===== config.mk =====
export PLATFORM = sky130hd
export DESIGN_NAME = bert_rx_top
export DESIGN_NICKNAME = d
export VERILOG_FILES = /design/src/common/bert_pkg.sv /design/src/common/sat_count_if.sv /design/src/core/sat_counter.sv /design/src/core/pattern_sync.sv /design/src/core/bert_rx_top.sv
export VERILOG_INCLUDE_DIRS = /design/src /design/src/common
export SDC_FILE = /design/constraint.sdc
export NUM_CORES = 1
export LEC_CHECK = 0
export BUFFER_PORTS_ARGS = -buffer_cell sky130_fd_sc_hd__buf_2
export CORE_ASPECT_RATIO = 1.2
export CORE_MARGIN = 2
export CORE_UTILIZATION = 25
export DETAILED_ROUTE_END_ITERATION = 16
export PLACE_DENSITY = 0.48
export SLEW_MARGIN = 10
export SYNTH_ARGS = -nofsm -noshare
export SYNTH_HDL_FRONTEND = slang
export SYNTH_SLANG_ARGS = --single-unit

===== constraint.sdc =====
create_clock -name ref_clk -period 2.75 [get_ports ref_clk]
set_input_delay 0.1375 -clock ref_clk [delete_from_list [all_inputs] [get_ports ref_clk]]
set_output_delay 0.1375 -clock ref_clk [all_outputs]
set_load 0.02 [all_outputs]

===== src/common/bert_consts.svh =====
// register offsets, field positions, reset values and timing counts of the test block
`ifndef BERT_CONSTS_SVH
`define BERT_CONSTS_SVH

// register byte addresses
`define ADDR_CTRL 8'h20
`define ADDR_PAT_LO 8'h24
`define ADDR_PAT_HI 8'h28
`define ADDR_BC_HI 8'h2C
`define ADDR_BC_LO 8'h30
`define ADDR_EC0 8'h34
`define ADDR_EC1 8'h38

// control register fields
`define CTRL_LOAD 0
`define CTRL_TOP_MASK 8
`define CTRL_OVF_IE 13
`define CTRL_ERR_IE 14
`define CTRL_SYNC_IE 15

// error-count low / status register fields
`define ST_SYNC 0
`define ST_ECO 1
`define ST_BCO 2
`define ST_BED 3
`define ST_LOCK_LOST_FLAG 4
`define ST_RA0 5
`define ST_RA1 6

// reset values
`define CTRL_RESET 16'h0000
`define PAT_RESET 16'h0000
`define LOCK_LOST_FLAG_RESET 1'b1

// synchroniser and detector figures
`define LOCK_MATCHES 32
`define WIN_BITS 64
`define WIN_ERR_LIMIT 6
`define RUN_LEN 31

// update cycle timing
`define CLK_PERIOD_NS 50
`define UPDATE_NS 475
`define UPDATE_CYC ((`UPDATE_NS) / (`CLK_PERIOD_NS))

`endif


===== src/common/bert_pkg.sv =====
// types shared by the test block modules
package bert_pkg;

   typedef enum logic {HUNT, LOCKED} sync_state_e;

   typedef struct packed {
      sync_state_e mode;
      logic [4:0] idx;
      logic [5:0] matchCnt;
      logic [5:0] winCnt;
      logic [2:0] winErr;
      logic bitErr;
      logic searchStart;
   } sync_state_s;

   typedef struct packed {
      logic [15:0] ctrl;
      logic [15:0] patLo;
      logic [15:0] patHi;
      logic updBusy;
      logic [3:0] updCnt;
      logic counting;
      logic [31:0] bcHold;
      logic [23:0] ecHold;
      logic eco;
      logic bco;
      logic bed;
      logic lock_lost_flag;
      logic ra0;
      logic ra1;
      logic [4:0] zeroRun;
      logic [4:0] oneRun;
      logic lockPrev;
      logic lockChg;
      logic [15:0] rdData;
      logic irq;
   } top_state_s;

endpackage


===== src/common/sat_count_if.sv =====
// handshake between the block and one saturating counter
`timescale 1ns/100ps
interface sat_count_if #(parameter int W = 32);
   logic inc;
   logic clr;
   logic [W-1:0] value;
   logic satHit;

   modport owner (output inc, output clr, input value, input satHit);
   modport cnt (input inc, input clr, output value, output satHit);
endinterface


===== src/core/sat_counter.sv =====
// saturating up counter with a one-cycle saturation event
`timescale 1ns/100ps
module sat_counter #(parameter int W = 32) (
   // clock and reset
   input wire logic ref_clk,
   input wire logic rst,
   // counter handshake
   sat_count_if.cnt cnt
);
   typedef struct packed {
      logic [W-1:0] value;
      logic satHit;
   } cnt_state_s;

   localparam logic [W-1:0] MAXV = '1;

   cnt_state_s st;
   cnt_state_s nx;

   // clear wins, otherwise count and stop at all ones
   always_comb begin
      nx = st;
      nx.satHit = 1'b0;
      if (cnt.clr) begin
         nx.value = '0;
      end else if (cnt.inc && st.value != MAXV) begin
         nx.value = st.value + 1'b1;
         nx.satHit = (st.value == MAXV - 1'b1);
      end
   end

   always_ff @(posedge ref_clk) begin
      if (rst) begin
         st <= '0;
      end else begin
         st <= nx;
      end
   end

   assign cnt.value = st.value;
   assign cnt.satHit = st.satHit;

   // counter only moves up unless cleared
   no_wrap_a: assert property (@(posedge ref_clk) disable iff (rst)
      !$past(cnt.clr) |-> st.value >= $past(st.value))
      else $error("counter wrapped or fell");
endmodule


===== src/core/pattern_sync.sv =====
// receive pattern synchroniser: hunts, locks, watches error density
`timescale 1ns/100ps
module pattern_sync
   import bert_pkg::*;
(
   // clock and reset
   input wire logic ref_clk,
   input wire logic rst,
   // receive stream
   input wire logic rxBitStrobe,
   input wire logic rxBit,
   input wire logic [31:0] pattern,
   // results
   output logic locked,
   output logic bitErr,
   output logic searchStart
);
   `include "bert_consts.svh"

   sync_state_s st;
   sync_state_s nx;
   logic expBit;

   // first bit of the stream sits at pattern bit 0
   assign expBit = pattern[st.idx];

   // hunt by slipping on mismatch, then track error density
   always_comb begin
      nx = st;
      nx.bitErr = 1'b0;
      nx.searchStart = 1'b0;
      if (rxBitStrobe) begin
         case (st.mode)
            HUNT: begin
               if (rxBit == expBit) begin
                  nx.idx = st.idx + 5'd1;
                  nx.matchCnt = st.matchCnt + 6'd1;
                  if (st.matchCnt == 6'(`LOCK_MATCHES - 1)) begin
                     nx.mode = LOCKED;
                     nx.winCnt = '0;
                     nx.winErr = '0;
                  end
               end else begin
                  nx.matchCnt = '0;
               end
            end
            LOCKED: begin
               nx.idx = st.idx + 5'd1;
               nx.winCnt = st.winCnt + 6'd1;
               if (rxBit != expBit) begin
                  nx.bitErr = 1'b1;
                  nx.winErr = st.winErr + 3'd1;
               end
               if (rxBit != expBit && st.winErr == 3'(`WIN_ERR_LIMIT - 1)) begin
                  nx.mode = HUNT;
                  nx.matchCnt = '0;
                  nx.searchStart = 1'b1;
               end else if (st.winCnt == 6'(`WIN_BITS - 1)) begin
                  nx.winErr = '0;
               end
            end
            default: begin
               nx.mode = HUNT;
            end
         endcase
      end
   end

   always_ff @(posedge ref_clk) begin
      if (rst) begin
         st <= '0;
      end else begin
         st <= nx;
      end
   end

   assign locked = (st.mode == LOCKED);
   assign bitErr = st.bitErr;
   assign searchStart = st.searchStart;

   // lock only after a full run of matches
   lock_after_run_a: assert property (@(posedge ref_clk) disable iff (rst)
      $rose(locked) |-> $past(st.matchCnt) == 6'd31)
      else $error("lock without 32 matches");

   // errors reported only while locked
   err_when_locked_a: assert property (@(posedge ref_clk) disable iff (rst)
      bitErr |-> $past(locked))
      else $error("bit error outside lock");
endmodule


===== src/core/bert_rx_top.sv =====
// receive bit-error-rate tester: pattern, counters and status
// Functional notes
// - Two pattern words form one 32-bit pattern, bit 0 first, for sync.
// - Received-bit counter is 32 bits, saturates, flags overflow.
// - Counting starts at first lock and continues after lock loss.
// - Toggling load-counters clears the running counters.
// - Load-counters rising edge starts update; host waits 475 ns.
// - Lock after 32 matches, lost at six errors in 64, lock change may interrupt.
// - Error overflow flag latched on saturation, cleared on read.
// - Bit overflow flag latched on saturation, cleared on read.
// - Overflow interrupts need overflow enable and top mask set.
// - Bit-error flag latched while locked, cleared on read, may interrupt.
// - Lock-lost flag resets set, set on search, lock change interrupts.
// - All-zeros flag after 31 zeros, cleared on read after a one, no interrupt.
// - All-ones flag after 31 ones, cleared on read after a zero, no interrupt.
// - Error counter low byte reads in status register bits 15 to 8.
// - Error counter is 24 bits, saturating, upper word separate.
//
// Added by the designer: strobed register access.
`timescale 1ns/100ps
module bert_rx_top
   import bert_pkg::*;
(
   // clock and reset
   input wire logic ref_clk,
   input wire logic rst,
   // register port
   input wire logic [7:0] addr,
   input wire logic [15:0] wrData,
   input wire logic wrEn,
   input wire logic rdEn,
   output logic [15:0] rdData,
   // receive stream
   input wire logic rxBitStrobe,
   input wire logic rxBit,
   // interrupt request
   output logic irq
);
   `include "bert_consts.svh"

   top_state_s st;
   top_state_s nx;
   logic syncLocked;
   logic syncBitErr;
   logic syncSearch;
   logic updDone;
   logic ec0Read;
   logic zeroIn;
   logic oneIn;

   sat_count_if #(.W(32)) bitCnt ();
   sat_count_if #(.W(24)) errCnt ();

   // bit counter and error counter
   sat_counter #(.W(32)) bitCounter (
      .ref_clk(ref_clk),
      .rst(rst),
      .cnt(bitCnt.cnt)
   );

   sat_counter #(.W(24)) errCounter (
      .ref_clk(ref_clk),
      .rst(rst),
      .cnt(errCnt.cnt)
   );

   // synchroniser against the loaded pattern
   pattern_sync syncer (
      .ref_clk(ref_clk),
      .rst(rst),
      .rxBitStrobe(rxBitStrobe),
      .rxBit(rxBit),
      .pattern({st.patHi, st.patLo}),
      .locked(syncLocked),
      .bitErr(syncBitErr),
      .searchStart(syncSearch)
   );

   // counter drive: count from first lock, clear at update end
   assign updDone = st.updBusy && (st.updCnt == 4'(`UPDATE_CYC - 1));
   assign bitCnt.inc = (st.counting || syncLocked) && rxBitStrobe;
   assign bitCnt.clr = updDone;
   assign errCnt.inc = syncBitErr;
   assign errCnt.clr = updDone;

   // helper terms
   assign ec0Read = rdEn && (addr == `ADDR_EC0);
   assign zeroIn = rxBitStrobe && !rxBit;
   assign oneIn = rxBitStrobe && rxBit;

   // next state of registers, flags and update sequencer
   always_comb begin
      nx = st;

      // software writes
      if (wrEn) begin
         case (addr)
            `ADDR_CTRL: nx.ctrl = wrData;
            `ADDR_PAT_LO: nx.patLo = wrData;
            `ADDR_PAT_HI: nx.patHi = wrData;
            default: nx = nx;
         endcase
      end

      // rising load-counters starts an update of fixed length
      if (nx.ctrl[`CTRL_LOAD] && !st.ctrl[`CTRL_LOAD] && !st.updBusy) begin
         nx.updBusy = 1'b1;
         nx.updCnt = '0;
      end else if (updDone) begin
         nx.updBusy = 1'b0;
         nx.bcHold = bitCnt.value;
         nx.ecHold = errCnt.value;
      end else if (st.updBusy) begin
         nx.updCnt = st.updCnt + 4'd1;
      end

      // counting, once started, survives lock loss
      nx.counting = st.counting || syncLocked;

      // read data, taken before read clears
      nx.rdData = 16'h0000;
      if (rdEn) begin
         case (addr)
            `ADDR_CTRL: nx.rdData = st.ctrl;
            `ADDR_PAT_LO: nx.rdData = st.patLo;
            `ADDR_PAT_HI: nx.rdData = st.patHi;
            `ADDR_BC_LO: nx.rdData = st.bcHold[15:0];
            `ADDR_BC_HI: nx.rdData = st.bcHold[31:16];
            `ADDR_EC1: nx.rdData = st.ecHold[23:8];
            `ADDR_EC0: begin
               nx.rdData[15:8] = st.ecHold[7:0];
               nx.rdData[`ST_RA1] = st.ra1;
               nx.rdData[`ST_RA0] = st.ra0;
               nx.rdData[`ST_LOCK_LOST_FLAG] = st.lock_lost_flag;
               nx.rdData[`ST_BED] = st.bed;
               nx.rdData[`ST_BCO] = st.bco;
               nx.rdData[`ST_ECO] = st.eco;
               nx.rdData[`ST_SYNC] = syncLocked;
            end
            default: nx.rdData = 16'h0000;
         endcase
      end

      // read of status clears the event flags; setting wins
      if (ec0Read) begin
         nx.eco = 1'b0;
         nx.bco = 1'b0;
         nx.bed = 1'b0;
         nx.lock_lost_flag = 1'b0;
         nx.lockChg = 1'b0;
      end
      if (errCnt.satHit) begin
         nx.eco = 1'b1;
      end
      if (bitCnt.satHit) begin
         nx.bco = 1'b1;
      end
      if (syncBitErr) begin
         nx.bed = 1'b1;
      end
      if (syncSearch) begin
         nx.lock_lost_flag = 1'b1;
      end

      // any change of lock state is an event
      nx.lockPrev = syncLocked;
      if (syncLocked != st.lockPrev) begin
         nx.lockChg = 1'b1;
      end

      // runs of equal bits, held at the threshold
      if (zeroIn) begin
         nx.oneRun = '0;
         if (st.zeroRun != 5'(`RUN_LEN)) begin
            nx.zeroRun = st.zeroRun + 5'd1;
         end
      end else if (oneIn) begin
         nx.zeroRun = '0;
         if (st.oneRun != 5'(`RUN_LEN)) begin
            nx.oneRun = st.oneRun + 5'd1;
         end
      end

      // all-zeros / all-ones: clear on read only once the run is broken
      if (ec0Read && nx.zeroRun != 5'(`RUN_LEN)) begin
         nx.ra0 = 1'b0;
      end
      if (ec0Read && nx.oneRun != 5'(`RUN_LEN)) begin
         nx.ra1 = 1'b0;
      end
      if (nx.zeroRun == 5'(`RUN_LEN)) begin
         nx.ra0 = 1'b1;
      end
      if (nx.oneRun == 5'(`RUN_LEN)) begin
         nx.ra1 = 1'b1;
      end

      // interrupt: flag and its enable, gated by the top mask
      nx.irq = nx.ctrl[`CTRL_TOP_MASK] &&
         ((nx.ctrl[`CTRL_OVF_IE] && (nx.eco || nx.bco)) ||
          (nx.ctrl[`CTRL_ERR_IE] && nx.bed) ||
          (nx.ctrl[`CTRL_SYNC_IE] && nx.lockChg));
   end

   // state register
   always_ff @(posedge ref_clk) begin
      if (rst) begin
         st <= '0;
         st.ctrl <= `CTRL_RESET;
         st.patLo <= `PAT_RESET;
         st.patHi <= `PAT_RESET;
         st.lock_lost_flag <= `LOCK_LOST_FLAG_RESET;
      end else begin
         st <= nx;
      end
   end

   assign rdData = st.rdData;
   assign irq = st.irq;

   // load-counters edge clears counters within the update window
   update_window_a: assert property (@(posedge ref_clk) disable iff (rst)
      $rose(st.updBusy) |-> ##[1:9] bitCnt.clr)
      else $error("update did not complete in time");

   // update snapshots the bit count, then the cleared counter reads zero
   clear_snapshot_a: assert property (@(posedge ref_clk) disable iff (rst)
      updDone |=> (st.bcHold == $past(bitCnt.value)) && bitCnt.value == 32'h0)
      else $error("update did not snapshot and clear");

   // bit counter saturation latches its flag
   bit_ovf_a: assert property (@(posedge ref_clk) disable iff (rst)
      bitCnt.satHit |=> st.bco)
      else $error("bit overflow flag missed");

   // error counter saturation latches its flag
   err_ovf_a: assert property (@(posedge ref_clk) disable iff (rst)
      errCnt.satHit |=> st.eco)
      else $error("error overflow flag missed");

   // detected error latches the flag and counts
   bit_error_a: assert property (@(posedge ref_clk) disable iff (rst)
      syncBitErr && errCnt.value != 24'hFFFFFF && !updDone
      |=> st.bed && errCnt.value == $past(errCnt.value) + 24'h000001)
      else $error("bit error not recorded");

   // search start sets lock-lost flag
   lock_lost_a: assert property (@(posedge ref_clk) disable iff (rst)
      syncSearch |=> st.lock_lost_flag)
      else $error("lock lost flag not set");

   // 31 zeros raise all-zeros
   all_zeros_a: assert property (@(posedge ref_clk) disable iff (rst)
      st.zeroRun == 5'd30 && zeroIn |=> st.ra0)
      else $error("all zeros flag missed");

   // 31 ones raise all-ones
   all_ones_a: assert property (@(posedge ref_clk) disable iff (rst)
      st.oneRun == 5'd30 && oneIn |=> st.ra1)
      else $error("all ones flag missed");

   // masked block never interrupts
   irq_mask_a: assert property (@(posedge ref_clk) disable iff (rst)
      !st.ctrl[`CTRL_TOP_MASK] |-> !irq)
      else $error("interrupt while masked");

   // status read returns error low byte and live lock
   status_read_a: assert property (@(posedge ref_clk) disable iff (rst)
      ec0Read |=> rdData[15:8] == $past(st.ecHold[7:0]) &&
      rdData[0] == $past(syncLocked))
      else $error("status read mismatch");

   // main scenarios
   lock_cov: cover property (@(posedge ref_clk) disable iff (rst) $rose(syncLocked));
   relock_cov: cover property (@(posedge ref_clk) disable iff (rst) syncSearch);
   update_cov: cover property (@(posedge ref_clk) disable iff (rst) updDone);
   irq_cov: cover property (@(posedge ref_clk) disable iff (rst) $rose(irq));
endmodule


==> impl_metrics.csv, run 1 <==
group,metric,value,unit
routing,met1Wirelength,13900,um
cells_and_area,area_growth,20.0,%
routing,routed.top_layer,"met4",
hold_path,hold_path.class,"in2reg",
cells_and_area,diodes,0,
logic_synthesis,ys_ff_latch,226,
worst_setup_path,worstPathRequired,3.18,ns
placed_design,gp_congestion,0.826,
routing,drtIter0Drc,809,
floorplanning,dieArea,0.0418,mm2
cells_and_area,final_cells,1805,
clock_tree,clock_latency,0.53,ns
worst_setup_path,critPathLaunchType,"flop",
sta,period_share,94.5,%
logic_synthesis,synth_warnings,0,
routing,dr_total_vias,8848,
logic_synthesis,yosysMostFrequentCell,"dfxtp_1",
clock_tree,clock_path_buffers,3,
logic_synthesis,syn-num-nets,1240,
sta,rsz0062_at_grt,"false",
floorplanning,fp-row-count,80,
routing,viasPerCell,4.90,
logic_synthesis,ys_top_cells_by_count,"dfxtp_1, nand2_1, a21oi_1",
placed_design,hpwlAfterDp,23100,um
routing,wl_met2,15700,um
logic_synthesis,ys_dominant_reg_cell,"dfxtp_1",
sta,finalSetupViolCount,0,
placed_design,dp_cells,1740,
clock_tree,tritoncts,"done",
logic_synthesis,synth-edff-count,0,
worst_setup_path,worst_path_max_delay_cell,"mux4_2",
logic_synthesis,synth_top_area_cell,"dfxtp_1",
cells_and_area,drive_above_1_share,13.1,%
sta,setup_tns,0,ns
worst_setup_path,cp_max_fo,7,
grt,grt_use_total,15.1,%
sta,slew_viol_final,0,
worst_setup_path,critical_path_class,"reg2reg",
logic_synthesis,synth_cell_type_count,73,
worst_setup_path,cp_cell_sequence,"mux4_2 -> mux2_2 -> nand3_1 -> and4_2 -> xor2_2 -> buf_4 -> or4_1 -> o311ai_1",
outcome,status,"finished, final reports clean",
sta,relSlewSlack,35.5,%
worst_setup_path,cp-end-kind,"flop",
logic_synthesis,yosysSeqAreaShare,45.1,%
sta,max_freq,385,MHz
grt,grt_pass1_vias,8562,
sta,worstMarginPinSlew,0.961,ns
floorplanning,die_w,187,um
pwr,power,7.31,mW
worst_setup_path,critPathMaxStageDelay,0.52,ns
routing,routed_wl,32000,um
pwr,peakVddDrop,0.000381,V
clock_tree,numCtsBuffers,26,
floorplanning,die_h,223,um
cells_and_area,nets,1296,
sta,period_minus_slack,2.60,ns
logic_synthesis,yosys-top-cells-area,"dfxtp_1, nand2_1, a21oi_1",
floorplanning,io_pins,47,
clock_tree,clk_pin_slew_worst_paths,0.06,ns
grt,antenna_found_initial,0,
pwr,power_density,607,mW/mm2
worst_setup_path,arrival,3.03,ns
logic_synthesis,syn_area,0.0100,mm2
clock_tree,cts_sinks,226,
run,cap_violations,0,
routing,drc_errors,0,
logic_synthesis,syn_area_per_cell,8.38,um2
logic_synthesis,synthArstFlopShare,0,%
routing,ant_nets,0,
pwr,power_leakage,4.05,nW
floorplanning,initial_core_util,25.3,%
routing,firstDrtPassIters,6,
sta,finalHoldViolCount,0,
sta,skew,0.0144,ns
clock_tree,ctsHtreeMaxLevel,1,
logic_synthesis,synth_cells,1197,
clock_tree,cts_root_buf,"clkbuf_16",
floorplanning,fp.coreArea,0.0396,mm2
logic_synthesis,synth_top_area_share,45.1,%
grt,grt-ovfl-total,0,
routing,wl_per_cell,17.7,um
grt,grt_max_degree,77,
placed_design,portBuffers,46,
grt,grt_pass1_wl,50200,um
routing,met3_length,1280,um
[registers in the layout (all words and copies together), names as in the netlist, named ones only]
register	count
bitCounter.cnt.value	32
errCounter.cnt.value	24
errCounter.cnt.satHit	1
irq	1
syncer.st	20
syncer.bitErr	1
st	124
bitCounter.cnt.satHit	1
syncer.locked	1
syncer.searchStart	1
rdData	16
[power by group]
group	total [mW]	internal [mW]	switching, mW
combinational	0.317	0.119	0.198
sequential	3.30	3.28	0.0118
clock	3.69	2.29	1.40
total	7.31	5.70	1.61
[metrics by stage]
step	hold WS, ns	area (um2)	utilization (%)	worst slack [ns]
CTS	0.0923	12000	30.3	0.102
global route	0.139	12000	30.4	0.00866
detailed placement	0.421	10900	27.6	0.126
finish	0.119	12000	30.4	0.151
global placement	0.417	10900	27.6	0.155
floorplan	0.273	10000	-	0.324
[area by class of cell]
type	instances	area, um2
Fill cell	4277	27600
Multi-Input combinational cell	863	5050
Sequential cell	226	4520
Timing Repair Buffer	115	808
Clock buffer	36	759
Tap cell	533	667
Clock inverter	11	155
Inverter	21	78.8
[path summary, 6_finish.rpt]
check | cells past startpoint | from | end | slack [ns]
hold / removal | 3 | rxBit | st[22] | 0.12
setup reg to reg | 8 | syncer.st[17] | syncer.st[3] | 0.15
hold reg to reg | 1 | syncer.searchStart | st[31] | 0.43
setup / recovery | 8 | syncer.st[17] | syncer.st[3] | 0.15
[layout by cell type (no fill, tap or decap), types with 5 or more instances in the layout]
cell,Yosys,layout
a211oi_1,8,8
a31oi_1,18,18
nor4_1,8,8
a21oi_1,130,130
xor2_1,26,26
and4_1,15,14
and3_1,10,10
xnor2_1,29,29
clkbuf_16,0,27
and2_1,7,7
nor2_1,104,102
clkinv_2,0,7
mux2i_1,9,9
o21ai_0,15,15
dfxtp_1,226,226
buf_2,4,45
nand4_1,21,21
nor3_1,23,22
buf_4,17,51
ha_1,13,13
a222oi_1,15,15
a22oi_1,35,35
clkbuf_8,0,5
inv_1,21,21
nand2_1,224,223
nand3_1,66,66
dlygate4sd3_1,0,18
or3_1,6,6
[metal layers]
metal  vias to the layer above  track usage, %
met2                       203            26.5
met3                        51            1.70
met5                         -               0
li1                       4347               -
met4                         0            5.63
met1                      4247            19.0
[critical path, delay by kind of cell (launching register included)]
kind | cells | cell delay, ns
AO/OA/AOI/OAI | 1 | 0.10
XOR/XNOR | 1 | 0.16
buffers and inverters | 1 | 0.20
flip-flops | 1 | 0.40
multiplexers | 2 | 0.81
AND/OR/NAND/NOR | 3 | 0.84
[repair_timing]
item                                    in CTS  in global routing
endpoints found under the setup margin       0                  6
hold endpoints to repair                    60                  0
hold buffers                                18                  0
resized for setup                            0                  4
setup buffers                                0                  0
[cells by family (layout without fill, tap and decap cells)]
logic type               count (synthesis)  after routing  share of synthesized area, %
buffers and inverters                  108            183                          4.95
XOR/XNOR                                56             56                          4.96
flip-flops                             226            226                          45.1
adder cells (fa/ha/maj)                 13             13                          1.62
AND/OR/NAND/NOR                        513            513                          23.6
multiplexers                            24             24                          3.54
AO/OA/AOI/OAI                          257            257                          16.2
No activity file was read; power rests on OpenSTA's default activity.
==> inputs of run 2 (changes only) <==
--- a/config.mk
+++ b/config.mk
@@ -6,12 +6,12 @@
 export SDC_FILE = /design/constraint.sdc
 export NUM_CORES = 1
 export LEC_CHECK = 0
-export BUFFER_PORTS_ARGS = -buffer_cell sky130_fd_sc_hd__buf_2
-export CORE_ASPECT_RATIO = 1.2
+export CORE_ASPECT_RATIO = 0.9
 export CORE_MARGIN = 2
 export CORE_UTILIZATION = 25
 export DETAILED_ROUTE_END_ITERATION = 16
-export PLACE_DENSITY = 0.48
+export DONT_BUFFER_PORTS = 1
+export PLACE_DENSITY = 0.47
 export SLEW_MARGIN = 10
 export SYNTH_ARGS = -nofsm -noshare
 export SYNTH_HDL_FRONTEND = slang
==> impl_metrics.csv, run 2 (synthesis gave the netlist of run 1 again) <==
group,metric,value,unit
outcome,status,"finished, final reports clean",
clock_tree,clock_path_buffers,3,
worst_setup_path,worst_path_max_delay_cell,"mux4_2",
grt,grt_pass1_wl,48900,um
sta,max_freq,378,MHz
routing,viasPerCell,4.96,
cells_and_area,multiInputGateArea,0.00503,mm2
floorplanning,die_h,194,um
worst_setup_path,critPathLaunch,"syncer.st[17]",
worst_setup_path,rrSetupSlack,0.11,ns
pwr,peakVddDrop,0.000335,V
worst_setup_path,crit-reg2reg-launch,"syncer.st[17]",
worst_setup_path,worstPathRequired,3.16,ns
clock_tree,clock_latency,0.53,ns
floorplanning,dieArea,0.0417,mm2
cells_and_area,area_growth,17.1,%
worst_setup_path,cp-end-kind,"flop",
floorplanning,die_w,215,um
cells_and_area,diodes,0,
grt,antenna_found_initial,2,
worst_setup_path,critPathLaunchType,"flop",
clock_tree,tritoncts,"done",
sta,finalHoldViolCount,0,
routing,drtIter0Drc,734,
cells_and_area,layout_commonest_cell,"dfxtp_1",
grt,grt-ovfl-total,0,
placed_design,hpwlAfterDp,22500,um
floorplanning,fp-row-count,69,
worst_setup_path,cp_cell_sequence,"mux4_2 -> mux2_2 -> nand3_1 -> and4_2 -> buf_4 -> mux2i_2 -> nor2_1 -> a211o_1",
cells_and_area,final_cells,1761,
sta,rsz0062_at_grt,"false",
grt,grt_pass1_vias,8198,
sta,setup_tns,0,ns
clock_tree,ctsHtreeMaxLevel,1,
worst_setup_path,cp_max_fo,7,
sta,period_minus_slack,2.64,ns
cells_and_area,drive_above_1_share,9.36,%
placed_design,portBuffers,0,
sta,finalSetupViolCount,0,
cells_and_area,nets,1258,
routing,dr_total_vias,8739,
routing,wl_per_cell,18.0,um
sta,skew,0.0108,ns
routing,drc_errors,0,
routing,routed_wl,31800,um
placed_design,gp_congestion,0.834,
clock_tree,post_cts_buffers,0,
hold_path,hold_path.class,"in2reg",
routing,ant_nets,0,
sta,worstMarginPinSlew,0.924,ns
floorplanning,io_pins,47,
pwr,power_density,582,mW/mm2
clock_tree,numCtsBuffers,25,
grt,grt_use_total,14.8,%
cells_and_area,fillers,4274,
grt,grt_max_degree,146,
placed_design,dp_cells,1693,
clock_tree,clk_pin_slew_worst_paths,0.06,ns
worst_setup_path,critical_path_class,"reg2reg",
floorplanning,initial_core_util,25.4,%
run,cap_violations,0,
routing,firstDrtPassIters,6,
sta,period_share,96.1,%
cells_and_area,final-seq-area,0.00452,mm2
hold_path,worstHoldStart,"rst",
worst_setup_path,arrival,3.05,ns
cells_and_area,largest_register,"st",
cells_and_area,largest_reg_flops,124,
sta,slew_viol_final,0,
sta,relSlewSlack,38.0,%
floorplanning,fp.coreArea,0.0395,mm2
pwr,power_leakage,3.81,nW
clock_tree,cts_sinks,226,
clock_tree,cts_root_buf,"clkbuf_16",
cells_and_area,layout_common_cells,"dfxtp_1, nand2_1, a21oi_1",
worst_setup_path,critPathMaxStageDelay,0.52,ns
run 2: cell count changes in the layout (fill, tap and decap cells not counted), sizes merged:
cell | previous run | this run
dlygate4sd3 | 18 | 25
clkinv | 7 | 4
inv | 21 | 22
bufinv | 4 | 1
clkbuf | 36 | 35
buf | 97 | 53
run 2: cell type report:
| class | count | share of cell area [%] |
|---|---|---|
| multi-input cells | 863 | 42.8 |
| clock buffers | 35 | 6.07 |
| flip-flops and latches | 226 | 38.5 |
| inverters | 21 | 0.671 |
| repair buffers | 78 | 5.79 |
| well taps | 532 | 5.67 |
| clock inverters | 6 | 0.501 |
run 2: per-stage QoR:
| step | util [%] | hold WS, ns | setup slack (ns) | total power, mW | area [um2] |
|---|---|---|---|---|---|
| floorplan | - | 0.273 | 0.324 | 3.56 | 10000 |
| global placement | 27.0 | 0.244 | 0.128 | 3.56 | 10700 |
| detailed placement | 27.0 | 0.244 | 0.0998 | 3.57 | 10700 |
| CTS | 29.7 | 0.000618 | 0.0609 | 6.92 | 11700 |
| global route | 29.7 | 0.0293 | 0.0129 | 7.08 | 11700 |
| finish | 29.7 | 0.0265 | 0.107 | 6.83 | 11700 |
run 2: worst paths after layout:
path | endpoint | cells after the start
worst min-delay path | syncer.st[4] | 3
worst min register to register | st[66] | 2
worst max-delay path | syncer.st[16] | 8
worst max register to register | syncer.st[16] | 8
run 2: metal layers:
layer | routed length (um) | vias to the layer above | track usage, %
met5 | 13 | - | 0
met2 | 13700 | 225 | 22.5
met1 | 15100 | 4190 | 21.2
met4 | 851 | 2 | 3.91
li1 | - | 4269 | -
met3 | 2110 | 53 | 3.15
run 2: timing repair:
item,in CTS,in global routing
setup endpoints to repair,0,6
hold endpoints to repair,150,0
hold buffers,27,0
resized for setup,0,1
run 2: worst max-delay path: cells and delay by family (launching register included):
kind | cells | cell delay, ns
mux | 3 | 1.16
buf+inv | 1 | 0.20
simple gates | 3 | 0.47
compound gates | 1 | 0.28
flops | 1 | 0.41
run 2: power breakdown:
| group | switching (mW) | internal [mW] |
|---|---|---|
| clock network | 1.35 | 1.89 |
| registers | 0.0128 | 3.28 |
| logic | 0.184 | 0.116 |
